--- src/dcr_pkg.sv ---
// Shared constants of the DAC controller register block
package dcr_pkg;

    // Register byte addresses
    localparam logic [31:0] ADDR_MODE    = 32'h4003c004;
    localparam logic [31:0] ADDR_CH_EN   = 32'h4003c010;
    localparam logic [31:0] ADDR_CH_DIS  = 32'h4003c014;
    localparam logic [31:0] ADDR_CH_STAT = 32'h4003c018;
    localparam logic [31:0] ADDR_CDATA   = 32'h4003c020;
    localparam logic [31:0] ADDR_IRQ_EN  = 32'h4003c024;
    localparam logic [31:0] ADDR_IRQ_DIS = 32'h4003c028;
    localparam logic [31:0] ADDR_IRQ_MSK = 32'h4003c02c;
    localparam logic [31:0] ADDR_IRQ_STS = 32'h4003c030;
    localparam logic [31:0] ADDR_BIAS    = 32'h4003c094;
    localparam logic [31:0] ADDR_PMODE   = 32'h4003c0e4;
    localparam logic [31:0] ADDR_PSTAT   = 32'h4003c0e8;

    // Bus and channel sizes
    localparam int unsigned DATA_W   = 32;
    localparam int unsigned HALF_W   = 16;
    localparam int unsigned NUM_CH   = 2;
    localparam int unsigned NUM_IRQ  = 4;

    // Interrupt bit positions
    localparam int unsigned IRQ_TRANSMIT_READY_FLAG  = 0;
    localparam int unsigned IRQ_EOC    = 1;
    localparam int unsigned IRQ_DMA_END_FLAG  = 2;
    localparam int unsigned IRQ_DMA_BUFFER_EMPTY_FLAG = 3;

    // Sticky flag slots
    localparam int unsigned NUM_STK  = 4;
    localparam int unsigned STK_EOC  = 0;
    localparam int unsigned STK_END  = 1;
    localparam int unsigned STK_BUFE = 2;
    localparam int unsigned STK_VIOL = 3;

    // Mode register layout
    localparam int unsigned      MODE_WORD_BIT = 4;
    localparam logic [31:0]      MODE_MASK     = 32'h3f33ff7f;

    // Bias current register layout
    localparam int unsigned      CUR_W         = 2;
    localparam int unsigned      CUR_CH0_LSB   = 0;
    localparam int unsigned      CUR_CH1_LSB   = 2;
    localparam int unsigned      CORE_LSB      = 8;
    localparam logic [31:0]      BIAS_MASK     = 32'h0000030f;

    // Write protection layout
    localparam int unsigned      PEN_BIT       = 0;
    localparam int unsigned      KEY_LSB       = 8;
    localparam int unsigned      KEY_W         = 24;
    localparam logic [23:0]      PROTECT_KEY   = 24'h444143;
    localparam int unsigned      VIOL_FLAG_BIT = 0;
    localparam int unsigned      VIOL_ADDR_LSB = 8;
    localparam int unsigned      VIOL_ADDR_W   = 8;

    // Reset values
    localparam logic [31:0]      RST_WORD      = 32'h00000000;
    localparam logic [1:0]       RST_CH        = 2'h0;
    localparam logic [3:0]       RST_MASK      = 4'h0;
    localparam logic [7:0]       RST_ADDR      = 8'h00;

endpackage

--- src/dcr_sticky.sv ---
// One event flag: set by hardware, cleared by a status read or by a counter write
module dcr_sticky (
    input  wire logic clk_sys_i,
    input  wire logic nrst_i,
    input  wire logic set_i,
    input  wire logic clr_i,
    output logic      flag_o
);
    logic flag_q;
    logic flag_d;

    // Set wins over clear so no event is lost at a read
    always_comb begin
        flag_d = set_i | (flag_q & ~clr_i);
    end

    always_ff @(posedge clk_sys_i or negedge nrst_i) begin
        if (!nrst_i) begin
            flag_q <= 1'b0;
        end else begin
            flag_q <= flag_d;
        end
    end

    assign flag_o = flag_q;
endmodule

--- src/dcr_top.sv ---
// What this block does
// - Writing one to a channel-enable bit enables that channel; zero bits change nothing.
// - Writing one to a channel-disable bit disables it; bit 0 channel 0, bit 1 channel 1.
// - Channel status reads one for each enabled channel, zero for disabled.
// - Half-word mode takes data bits 15:0; word mode takes all 32 bits as two samples.
// - Four interrupt sources in bits 0..3, enabled, disabled and mask readable.
// - Transmit-ready flag reads one while a new conversion request can be accepted.
// - End-of-conversion flag sets on a completed conversion, clears on status read.
// - DMA end and buffer-empty flags set when counter hits zero, cleared by counter write.
// - Protect-enable bit updates only when the written key field matches.
// - While protected, writes to mode, channel and bias registers are rejected.
// - A rejected write sets the violation flag and captures its address in bits 15:8.
// - Bias register holds per-channel output current and core bias fields driving analog.
module dcr_top
    import dcr_pkg::*;
#(
    parameter int unsigned CH_COUNT = dcr_pkg::NUM_CH
) (
    input  wire logic                      clk_sys_i,
    input  wire logic                      nrst_i,
    input  wire logic                      psel_i,
    input  wire logic                      penable_i,
    input  wire logic                      pwrite_i,
    input  wire logic [31:0]               paddr_i,
    input  wire logic [dcr_pkg::DATA_W-1:0] pwdata_i,
    output logic      [dcr_pkg::DATA_W-1:0] prdata_o,
    output logic                           pready_o,
    output logic                           pslverr_o,
    output logic                           irq_o,
    output logic      [CH_COUNT-1:0]       chan_en_o,
    output logic      [dcr_pkg::DATA_W-1:0] conv_data_o,
    output logic                           conv_word_o,
    output logic                           conv_valid_o,
    input  wire logic                      conv_ready_i,
    input  wire logic                      conv_done_i,
    input  wire logic                      dma_cnt_zero_i,
    input  wire logic                      dma_cnt_write_i,
    output logic      [dcr_pkg::DATA_W-1:0] mode_o,
    output logic      [dcr_pkg::CUR_W-1:0]  out_current_ch0_o,
    output logic      [dcr_pkg::CUR_W-1:0]  out_current_ch1_o,
    output logic      [dcr_pkg::CUR_W-1:0]  core_bias_o
);
    import dcr_pkg::*;

    // Register layout only has room for two channel bits
    if (CH_COUNT < 1 || CH_COUNT > NUM_CH) begin : g_bad_ch
        $error("dcr_top: CH_COUNT must be 1 or 2");
    end

    // Bus phase decode
    logic setup_ph;
    logic access_ph;
    logic wr_acc;
    logic rd_acc;
    logic addr_hit;

    assign setup_ph  = psel_i & ~penable_i;
    assign access_ph = psel_i & penable_i;
    assign wr_acc    = access_ph & pwrite_i;
    assign rd_acc    = access_ph & ~pwrite_i;

    // Register selects
    logic sel_mode;
    logic sel_chen;
    logic sel_chdis;
    logic sel_chst;
    logic sel_cdata;
    logic sel_ien;
    logic sel_idis;
    logic sel_imsk;
    logic sel_ists;
    logic sel_bias;
    logic sel_pmode;
    logic sel_pstat;

    assign sel_mode  = (paddr_i == ADDR_MODE);
    assign sel_chen  = (paddr_i == ADDR_CH_EN);
    assign sel_chdis = (paddr_i == ADDR_CH_DIS);
    assign sel_chst  = (paddr_i == ADDR_CH_STAT);
    assign sel_cdata = (paddr_i == ADDR_CDATA);
    assign sel_ien   = (paddr_i == ADDR_IRQ_EN);
    assign sel_idis  = (paddr_i == ADDR_IRQ_DIS);
    assign sel_imsk  = (paddr_i == ADDR_IRQ_MSK);
    assign sel_ists  = (paddr_i == ADDR_IRQ_STS);
    assign sel_bias  = (paddr_i == ADDR_BIAS);
    assign sel_pmode = (paddr_i == ADDR_PMODE);
    assign sel_pstat = (paddr_i == ADDR_PSTAT);

    assign addr_hit = sel_mode | sel_chen | sel_chdis | sel_chst | sel_cdata | sel_ien
                    | sel_idis | sel_imsk | sel_ists | sel_bias | sel_pmode | sel_pstat;

    // Zero wait states; unmapped addresses answer with an error
    assign pready_o  = 1'b1;
    assign pslverr_o = access_ph & ~addr_hit;

    // Protection check on every write to a guarded register
    logic prot_q;
    logic guarded_sel;
    logic prot_reject;
    logic wr_ok;

    assign guarded_sel = sel_mode | sel_chen | sel_chdis | sel_bias;
    assign prot_reject = wr_acc & guarded_sel & prot_q;
    assign wr_ok       = wr_acc & ~prot_reject;

    // Protect enable state
    logic prot_d;
    logic key_ok;

    assign key_ok = (pwdata_i[KEY_LSB +: KEY_W] == PROTECT_KEY);

    always_comb begin
        prot_d = prot_q;
        if (wr_acc && sel_pmode && key_ok) begin
            prot_d = pwdata_i[PEN_BIT];
        end
    end

    always_ff @(posedge clk_sys_i or negedge nrst_i) begin
        if (!nrst_i) begin
            prot_q <= 1'b0;
        end else begin
            prot_q <= prot_d;
        end
    end

    // Mode, channel enables and bias currents
    logic [DATA_W-1:0]   mode_q;
    logic [DATA_W-1:0]   mode_d;
    logic [CH_COUNT-1:0] chan_q;
    logic [CH_COUNT-1:0] chan_d;
    logic [DATA_W-1:0]   bias_q;
    logic [DATA_W-1:0]   bias_d;

    // Enable and disable are separate strobes; bits written zero leave channels alone
    always_comb begin
        mode_d = mode_q;
        chan_d = chan_q;
        bias_d = bias_q;
        if (wr_ok && sel_mode) begin
            mode_d = pwdata_i & MODE_MASK;
        end
        if (wr_ok && sel_chen) begin
            chan_d = chan_q | pwdata_i[CH_COUNT-1:0];
        end
        if (wr_ok && sel_chdis) begin
            chan_d = chan_q & ~pwdata_i[CH_COUNT-1:0];
        end
        if (wr_ok && sel_bias) begin
            bias_d = pwdata_i & BIAS_MASK;
        end
    end

    always_ff @(posedge clk_sys_i or negedge nrst_i) begin
        if (!nrst_i) begin
            mode_q <= RST_WORD;
            chan_q <= RST_CH[CH_COUNT-1:0];
            bias_q <= RST_WORD;
        end else begin
            mode_q <= mode_d;
            chan_q <= chan_d;
            bias_q <= bias_d;
        end
    end

    // Analog settings go straight out of their registers
    assign mode_o            = mode_q;
    assign chan_en_o         = chan_q;
    assign out_current_ch0_o = bias_q[CUR_CH0_LSB +: CUR_W];
    assign out_current_ch1_o = bias_q[CUR_CH1_LSB +: CUR_W];
    assign core_bias_o       = bias_q[CORE_LSB +: CUR_W];

    // Conversion holding register toward the analog core
    logic              hold_q;
    logic              hold_d;
    logic [DATA_W-1:0] cdata_q;
    logic [DATA_W-1:0] cdata_d;
    logic              cword_q;
    logic              cword_d;
    logic              core_take;
    logic              cdata_load;

    assign core_take  = hold_q & conv_ready_i;
    // A write while the holder is full is dropped unless the core takes the word in that cycle; software waits on transmit ready
    assign cdata_load = wr_acc & sel_cdata & (~hold_q | core_take);

    always_comb begin
        hold_d  = hold_q;
        cdata_d = cdata_q;
        cword_d = cword_q;
        if (core_take) begin
            hold_d = 1'b0;
        end
        if (cdata_load) begin
            hold_d  = 1'b1;
            cword_d = mode_q[MODE_WORD_BIT];
            if (mode_q[MODE_WORD_BIT]) begin
                cdata_d = pwdata_i;
            end else begin
                cdata_d = {{HALF_W{1'b0}}, pwdata_i[HALF_W-1:0]};
            end
        end
    end

    always_ff @(posedge clk_sys_i or negedge nrst_i) begin
        if (!nrst_i) begin
            hold_q  <= 1'b0;
            cdata_q <= RST_WORD;
            cword_q <= 1'b0;
        end else begin
            hold_q  <= hold_d;
            cdata_q <= cdata_d;
            cword_q <= cword_d;
        end
    end

    assign conv_valid_o = hold_q;
    assign conv_data_o  = cdata_q;
    assign conv_word_o  = cword_q;

    // Read data is captured in the setup phase so side effects clear only what was seen
    logic [DATA_W-1:0] rdata_q;
    logic [DATA_W-1:0] rdata_d;
    logic [NUM_IRQ-1:0] status;
    logic [NUM_IRQ-1:0] mask_q;
    logic [NUM_STK-1:0] stk_flag;
    logic [VIOL_ADDR_W-1:0] vaddr_q;

    // Transmit ready is live, the rest are sticky
    assign status[IRQ_TRANSMIT_READY_FLAG]  = ~hold_q;
    assign status[IRQ_EOC]    = stk_flag[STK_EOC];
    assign status[IRQ_DMA_END_FLAG]  = stk_flag[STK_END];
    assign status[IRQ_DMA_BUFFER_EMPTY_FLAG] = stk_flag[STK_BUFE];

    always_comb begin
        rdata_d = RST_WORD;
        if (setup_ph && !pwrite_i) begin
            if (sel_mode) begin
                rdata_d = mode_q;
            end else if (sel_chst) begin
                rdata_d[CH_COUNT-1:0] = chan_q;
            end else if (sel_imsk) begin
                rdata_d[NUM_IRQ-1:0] = mask_q;
            end else if (sel_ists) begin
                rdata_d[NUM_IRQ-1:0] = status;
            end else if (sel_bias) begin
                rdata_d = bias_q;
            end else if (sel_pmode) begin
                rdata_d[PEN_BIT] = prot_q;
            end else if (sel_pstat) begin
                rdata_d[VIOL_FLAG_BIT] = stk_flag[STK_VIOL];
                rdata_d[VIOL_ADDR_LSB +: VIOL_ADDR_W] = vaddr_q;
            end else begin
                rdata_d = RST_WORD;
            end
        end else begin
            rdata_d = rdata_q;
        end
    end

    always_ff @(posedge clk_sys_i or negedge nrst_i) begin
        if (!nrst_i) begin
            rdata_q <= RST_WORD;
        end else begin
            rdata_q <= rdata_d;
        end
    end

    assign prdata_o = rdata_q;

    // Interrupt mask: enable sets, disable clears
    logic [NUM_IRQ-1:0] mask_d;

    always_comb begin
        mask_d = mask_q;
        if (wr_acc && sel_ien) begin
            mask_d = mask_q | pwdata_i[NUM_IRQ-1:0];
        end
        if (wr_acc && sel_idis) begin
            mask_d = mask_q & ~pwdata_i[NUM_IRQ-1:0];
        end
    end

    always_ff @(posedge clk_sys_i or negedge nrst_i) begin
        if (!nrst_i) begin
            mask_q <= RST_MASK;
        end else begin
            mask_q <= mask_d;
        end
    end

    // Level interrupt from masked status
    assign irq_o = |(status & mask_q);

    // Sticky flag sources and read clears
    logic [NUM_STK-1:0] stk_set;
    logic [NUM_STK-1:0] stk_clr;
    logic               ists_read;
    logic               pstat_read;

    assign ists_read  = rd_acc & sel_ists;
    assign pstat_read = rd_acc & sel_pstat;

    // Read clears of EOC and violation are gated by the captured read value, so a flag rising mid-read survives
    assign stk_set[STK_EOC]  = conv_done_i;
    assign stk_clr[STK_EOC]  = ists_read & rdata_q[IRQ_EOC];
    assign stk_set[STK_END]  = dma_cnt_zero_i;
    assign stk_clr[STK_END]  = dma_cnt_write_i;
    assign stk_set[STK_BUFE] = dma_cnt_zero_i;
    assign stk_clr[STK_BUFE] = dma_cnt_write_i;
    assign stk_set[STK_VIOL] = prot_reject;
    assign stk_clr[STK_VIOL] = pstat_read & rdata_q[VIOL_FLAG_BIT];

    for (genvar i = 0; i < NUM_STK; i++) begin : g_stk
        dcr_sticky u_stk (
            .clk_sys_i (clk_sys_i),
            .nrst_i    (nrst_i),
            .set_i     (stk_set[i]),
            .clr_i     (stk_clr[i]),
            .flag_o    (stk_flag[i])
        );
    end

    // Violation address capture; a fresh violation beats the read clear
    logic [VIOL_ADDR_W-1:0] vaddr_d;

    always_comb begin
        vaddr_d = vaddr_q;
        if (prot_reject) begin
            vaddr_d = paddr_i[VIOL_ADDR_W-1:0];
        end else if (stk_clr[STK_VIOL]) begin
            vaddr_d = RST_ADDR;
        end
    end

    always_ff @(posedge clk_sys_i or negedge nrst_i) begin
        if (!nrst_i) begin
            vaddr_q <= RST_ADDR;
        end else begin
            vaddr_q <= vaddr_d;
        end
    end

endmodule

--- config.mk ---
export PLATFORM = sky130hd
export DESIGN_NAME = dcr_top
export DESIGN_NICKNAME = d
export VERILOG_FILES = /design/src/dcr_pkg.sv /design/src/dcr_sticky.sv /design/src/dcr_top.sv
export SDC_FILE = /design/constraint.sdc
export NUM_CORES = 1
export LEC_CHECK = 0
export BUFFER_PORTS_ARGS = -buffer_cell sky130_fd_sc_hd__buf_2
export CORE_UTILIZATION = 30
export CTS_BUF_LIST = sky130_fd_sc_hd__clkbuf_8
export DETAILED_ROUTE_END_ITERATION = 10
export SLEW_MARGIN = 40
export SYNTH_ARGS = -nofsm -noshare
export SYNTH_HDL_FRONTEND = slang
export SYNTH_HIERARCHICAL = 1
export SYNTH_SLANG_ARGS = --single-unit
--- constraint.sdc ---
create_clock -name clk_sys_i -period 3.5 [get_ports clk_sys_i]
set_clock_uncertainty 0.2 [all_clocks]
set_input_delay 0 -clock clk_sys_i [delete_from_list [all_inputs] [get_ports clk_sys_i]]
set_output_delay 0 -clock clk_sys_i [all_outputs]
set_load 0.05 [all_outputs]
### Word level (Yosys, flattened, before mapping)

Index checks and enable logic that the tools add are counted.

| cells by class | value |
|---|---|
| equality and inequality tests | 13 |
| reduce and logical (&&, ||, !) cells | 15 |
| bitwise operators | 51 |
| muxes and demuxes | 21 |

Operators with widths:

| cell | number |
|---|---|
| 32-bit by 31-bit == test with 1-bit output (second input constant) | 12 |
| 32-bit 2-to-1 mux | 3 |
| 28-bit 2-to-1 mux | 2 |
| 30-bit 2-to-1 mux | 1 |
| 24-bit by 23-bit == test with 1-bit output (second input constant) | 1 |
| 8-bit 2-to-1 mux | 3 |
| 1-bit bitwise AND | 19 |
| 1-bit bitwise OR | 17 |
| 4-bit 2-to-1 mux | 4 |
| 15-bit 2-to-1 mux | 1 |
| 1-bit logical AND | 9 |
| 4-bit bitwise AND | 2 |
| 1-bit NOT | 8 |
| 2-bit nonzero test | 4 |
| 2-bit 2-to-1 mux | 3 |
| 1-bit 2-to-1 mux | 4 |
| 4-bit NOT | 1 |
| 4-bit bitwise OR | 1 |
| 4-bit OR reduction | 1 |
| 2-bit bitwise AND | 1 |
| 2-bit NOT | 1 |
| 2-bit bitwise OR | 1 |
| 1-bit zero test | 1 |

| storage, ports and cells | value |
|---|---|
| output and inout bits | 109 |
| register bits | 116 |

### Longest topological paths before layout

| logic depth | value |
|---|---|
| depth in word-level cells | 14 |
| depth in mapped cells | 7 |

### Modules after synthesis

Netlist, hierarchy kept.

By module, submodules not included:

| module | cells an instance | area each (µm²) | instances | seq. area each (µm²) |
|---|---|---|---|---|
| dcr_top | 439 | 4972.3 | 1 | 2627.5 |
| dcr_sticky | 3 | 36.3 | 4 | 25.0 |

### Least setup slack after synthesis

No wires, ideal clock.

| path | value |
|---|---|
| path type | input -> register |
| start point | input paddr_i[27] |
| end point | register mode_q[10] (netlist: mode_o[10]) |
| path buffers | 1 |
| setup time | 125 ps |
| arrival | 2086 ps |
| data required time | 3175 ps |
| path slack | 1089 ps |
| stages on the path | 6 |
| path through | nor4b_2 nand4_2 or4_4 a2111oi_4 buf_6 mux2_4 |

| on the way | value |
|---|---|
| word-level cells in the longest chain between the ends | 9 |

RTL lines:

| item | RTL line | text |
|---|---|---|
| start: declaration | dcr_top.sv:24 | `input wire logic [31:0] paddr_i,` |
| 32-bit by 31-bit == test with 1-bit output (on tied branches) | dcr_top.sv:76, dcr_top.sv:77 |  |
| 1-bit bitwise OR (3 in a row) | dcr_top.sv:102 | `assign guarded_sel = sel_mode \| sel_chen \| sel_chdis \| sel_bias;` |
| 1-bit bitwise AND (2 in a row) | dcr_top.sv:103 | `assign prot_reject = wr_acc & guarded_sel & prot_q;` |
| 1-bit NOT | dcr_top.sv:104 | `assign wr_ok = wr_acc & ~prot_reject;` |
| 1-bit bitwise AND | dcr_top.sv:104 |  |
| 1-bit logical AND * | dcr_top.sv:140 | `if (wr_ok && sel_mode) begin` |
| end signal: assignment | dcr_top.sv:160 | `mode_q <= mode_d;` |
| end: declaration | dcr_top.sv:128 | `logic [DATA_W-1:0] mode_q;` |

Mark *: on every way between the ends. The rest lies on a longest branch, timed or not.
A chain may end at the register's enable or synchronous reset.

### Final worst setup path

| path | value |
|---|---|
| start point | input paddr_i[2] |
| end point | register g_stk[0].u_stk.flag_q |

| on the way | value |
|---|---|
| word-level cells in the longest chain between the ends | 6 |

RTL lines:

| item | RTL line | text |
|---|---|---|
| 32-bit by 31-bit == test with 1-bit output | dcr_top.sv:84 | `assign sel_ists = (paddr_i == ADDR_IRQ_STS);` |
| 1-bit bitwise AND | dcr_top.sv:301 | `assign ists_read = rd_acc & sel_ists;` |
| 1-bit bitwise AND | dcr_top.sv:306 | `assign stk_clr[STK_EOC] = ists_read & rdata_q[IRQ_EOC];` |
| named net stk_clr[0] | dcr_top.sv:297 | `logic [NUM_STK-1:0] stk_clr;` |
| 1-bit NOT | dcr_sticky.sv:14 | `flag_d = set_i \| (flag_q & ~clr_i);` |
| 1-bit bitwise AND | dcr_sticky.sv:14 |  |
| 1-bit bitwise OR | dcr_sticky.sv:14 |  |
| named net g_stk[0].u_stk.flag_d | dcr_sticky.sv:10 | `logic flag_d;` |
| end signal: assignment | dcr_sticky.sv:21 | `flag_q <= flag_d;` |
| end: declaration | dcr_sticky.sv:9 | `logic flag_q;` |

The timed path passes the listed nets, and every way through them passes these cells.

==> impl_metrics.tcl <==
set metrics [dict create \
    vdd_ir_drop_max_uv 159 \
    timing.critical_path.required_ns 3.57 \
    setup.reg_to_reg.worst_slack_ns 1.17 \
    synthFlopType "dfrtp_1" \
    start_util 0.307 \
    area_growth_pct 34.9 \
    worst_hold_slack_ns 0.0171 \
    hpwlAfterDp_um 11300 \
    global_route.usage.total 0.184 \
    hold_violations 0 \
    setup.worst_path.end_class "flop" \
    reg2reg_depth 5 \
    routed_via_density 4.93 \
    fin_tns_setup_ns 0 \
    p_leak_nw 3.65 \
    status "finished, final reports clean" \
    timing.final.crit_period_ns 3.13 \
    layout.nets 742 \
    post-route-worst-setup-slack_ns 0.374 \
    synth.yosys.seq_area_share 0.533 \
    fp-row-count 47 \
    place_ws_ns 0.719 \
    first_pass_grt_wire_length_um 25100 \
    crit-reg2reg-capture "mode_o[20]$_DFFE_PN0P_" \
    post_layout_instance_count_excluding_filler_cells 894 \
    postRouteWirelength_um 15700 \
    area_of_the_die_mm2 0.0176 \
    path_delay_family "simple AND/OR/NAND/NOR gates" \
    route.detailed.wl_per_inst_um 17.6 \
    clock_tree.htree_level_count 3 \
    crit_slowest_cell "nor4_1" \
    path_common_cell "dlygate4sd3_1" \
    synth.avg_cell_area_um2 11.3 \
    post-route-util 0.415 \
    slew_viol_final 0 \
    tritoncts "done" \
    hold_path.class "primary input to async pin" \
    grt_start_max_net_pins 82 \
    ys_types 52 \
    actual_slew_at_the_worst_max_slew_pin_ns 0.853 \
    max-slew-margin-rel 0.426 \
    firstDrtPassIters 5 \
    critical_path_buf_inv_count 4 \
    clock_tree.root_cell "clkbuf_8" \
    yosysWarnings 6 \
    die_w_um 133 \
    r2r_start "prot_q$_DFFE_PN0P_" \
    maximum_number_of_buffers_from_clock_root_to_sink 2 \
    critPathLaunchType "primary input" \
    final-setup-viol-count 0 \
    route.vias.total 4407 \
    crit_path_cell_trace "dlygate4sd3_1, buf_2, nor4_1, nand4_1, nor3_1, and3_1, inv_1, a21o_1, dlygate4sd3_1" \
    clock_tree_sinks 109 \
    drt_first_iter_violations 258 \
    clk-insertion-delay-late_ns 0.38 \
    first_global_vias 4437 \
    critical_path_peak_fanout 16 \
    drt.antenna.violating_nets 0 \
    cts-buffers-inserted 9 \
    drive_gt1_frac 0.380 \
    clkSlewWorstSetupHoldPaths_ns 0.10 \
    core_region_area_mm2 0.0166 \
    boundaryPins 182 \
    overflow 0 \
    number_of_antenna_violations_at_the_first_check_in_global_routing 0 \
    drc 0 \
    gp_routability_congestion 0.869 \
    synth_enable_flop_cells 0 \
    ff_latch_count_synth 109 \
    place_inst 828 \
    asyncSetResetFlopFracSynth 1.00 \
    mappedNetlistArea_mm2 0.00512 \
    synthCells 451 \
    timing.critical_path.slowest_cell_delay_ns 0.68 \
    antenna_cells 0 \
    max_cap_viol_count 0 \
    worst-setup-path-type "primary input to flop" \
    power_per_cell_area_mw_per_mm2 346 \
    maximum_frequency_from_static_timing_analysis_mhz 320 \
    timing.critical_path.arrival_ns 3.20 \
    port_buffers 166 \
    timing.final.crit_share 0.893 \
    die_h_um 133 \
    fillCellCount 1650 \
    post-cts-setup-buffer-count 0 \
    unrepaired_setup_endpoints_after_global_routing "no" \
]
## stage by stage
stage / total power [mW] / cell area [um2]
after floorplan: 1.42 / 5170
after global placement: 1.52 / 6170
after detailed placement: 1.52 / 6180
after CTS: 2.41 / 6900
after global routing: 2.49 / 6900
final: 2.39 / 6900
## routing by layer
layer,routed length [um],global-route usage,share of wire,up-vias
met5,0,0,0,-
li1,-,-,-,2022
met4,644,0.0971,0.041,0
met1,6790,0.241,0.43,2169
met3,749,0.0314,0.048,41
met2,7510,0.290,0.48,175
## repair_timing
item	in CTS	in global routing
endpoints found under the hold margin	160	0
hold buffers	50	0
setup endpoints to repair	0	0
gates resized for setup	0	0
## where the power goes
group	internal, mW	switching, mW	leakage [nW]
registers	1.27	0.00817	1.41
logic	0.0919	0.171	2.13
clock network	0.408	0.442	0.115
## kinds of logic after synthesis
kind of cell    share of synthesized area
buf+inv                            0.0579
mux                                 0.158
simple gates                        0.162
other cells                       0.00147
flops                               0.533
compound gates                     0.0875
## flip-flops by register name (all words and copies together), names as in the netlist, named ones only
register / flops
prdata_o: 25
conv_valid_o: 1
vaddr_q: 8
conv_word_o: 1
prot_q: 1
mode_o: 25
conv_data_o: 32
bias_q: 6
g_stk.u_stk/flag_o: 4
## synthesized netlist by cell type, types with 2 or more instances
master,instances,area [um2]
buf_6,2,22.5
conb_1,2,7.51
nor3_1,4,20.0
or4_1,2,15.0
mux2_2,29,327
a22oi_1,6,45.0
clkbuf_1,15,56.3
nand2b_1,4,25.0
nand2_1,59,221
a222oi_1,5,50.1
nand3_1,19,95.1
a21oi_1,13,65.1
a31oi_1,4,25.0
buf_4,15,113
nor4_2,4,50.1
nor4b_1,5,43.8
nand3b_1,3,22.5
dfrtp_1,109,2730
a22o_1,4,35.0
nor2_1,16,60.1
nor4_1,8,50.1
nand4_1,8,50.1
o21ai_0,9,45.0
mux2_4,20,300
and4bb_2,2,25.0
inv_1,26,97.6
mux2i_1,18,180
a21o_1,5,37.5
and2_1,6,37.5
nor2b_1,3,18.8
buf_1,2,7.51
and3_1,3,18.8
a221oi_1,2,17.5
## cell usage in the layout, fill, tap and decap left out, types with 9 or more instances in the layout
cell             n
dfrtp_1        109
clkbuf_8        10
inv_1           26
nor2_1          16
mux2_2          29
buf_4           12
a21oi_1         13
dlygate4sd3_1   50
mux2i_1         18
buf_2          165
o21ai_0          9
mux2_4          20
conb_1          15
nand2_1         59
nand3_1         19
## how the worst max path moves through the flow
stage                      startpoint                              end  depth (start not counted)
final                      paddr_i[2]  g_stk[0].u_stk/flag_o$_DFF_PN0_                          9
after global routing       paddr_i[2]  g_stk[0].u_stk/flag_o$_DFF_PN0_                          9
after CTS                  paddr_i[2]  g_stk[0].u_stk/flag_o$_DFF_PN0_                          9
after detailed placement  paddr_i[27]            mode_o[3]$_DFFE_PN0P_                          8
after global placement    paddr_i[20]            mode_o[4]$_DFFE_PN0P_                          8
after floorplan           paddr_i[27]           mode_o[10]$_DFFE_PN0P_                          6
## cell type report
| type | instances | area, um2 | area share |
|---|---|---|---|
| clock buffer | 9 | 124 | 0.0179 |
| clock inverter | 7 | 98.8 | 0.0143 |
| inverter | 26 | 97.6 | 0.0141 |
| multi-input combinational | 295 | 2150 | 0.312 |
| sequential | 109 | 2730 | 0.395 |
| tap | 220 | 275 | 0.0399 |
| timing repair buffer | 228 | 1430 | 0.207 |
Power figures use the tool's default switching activity.
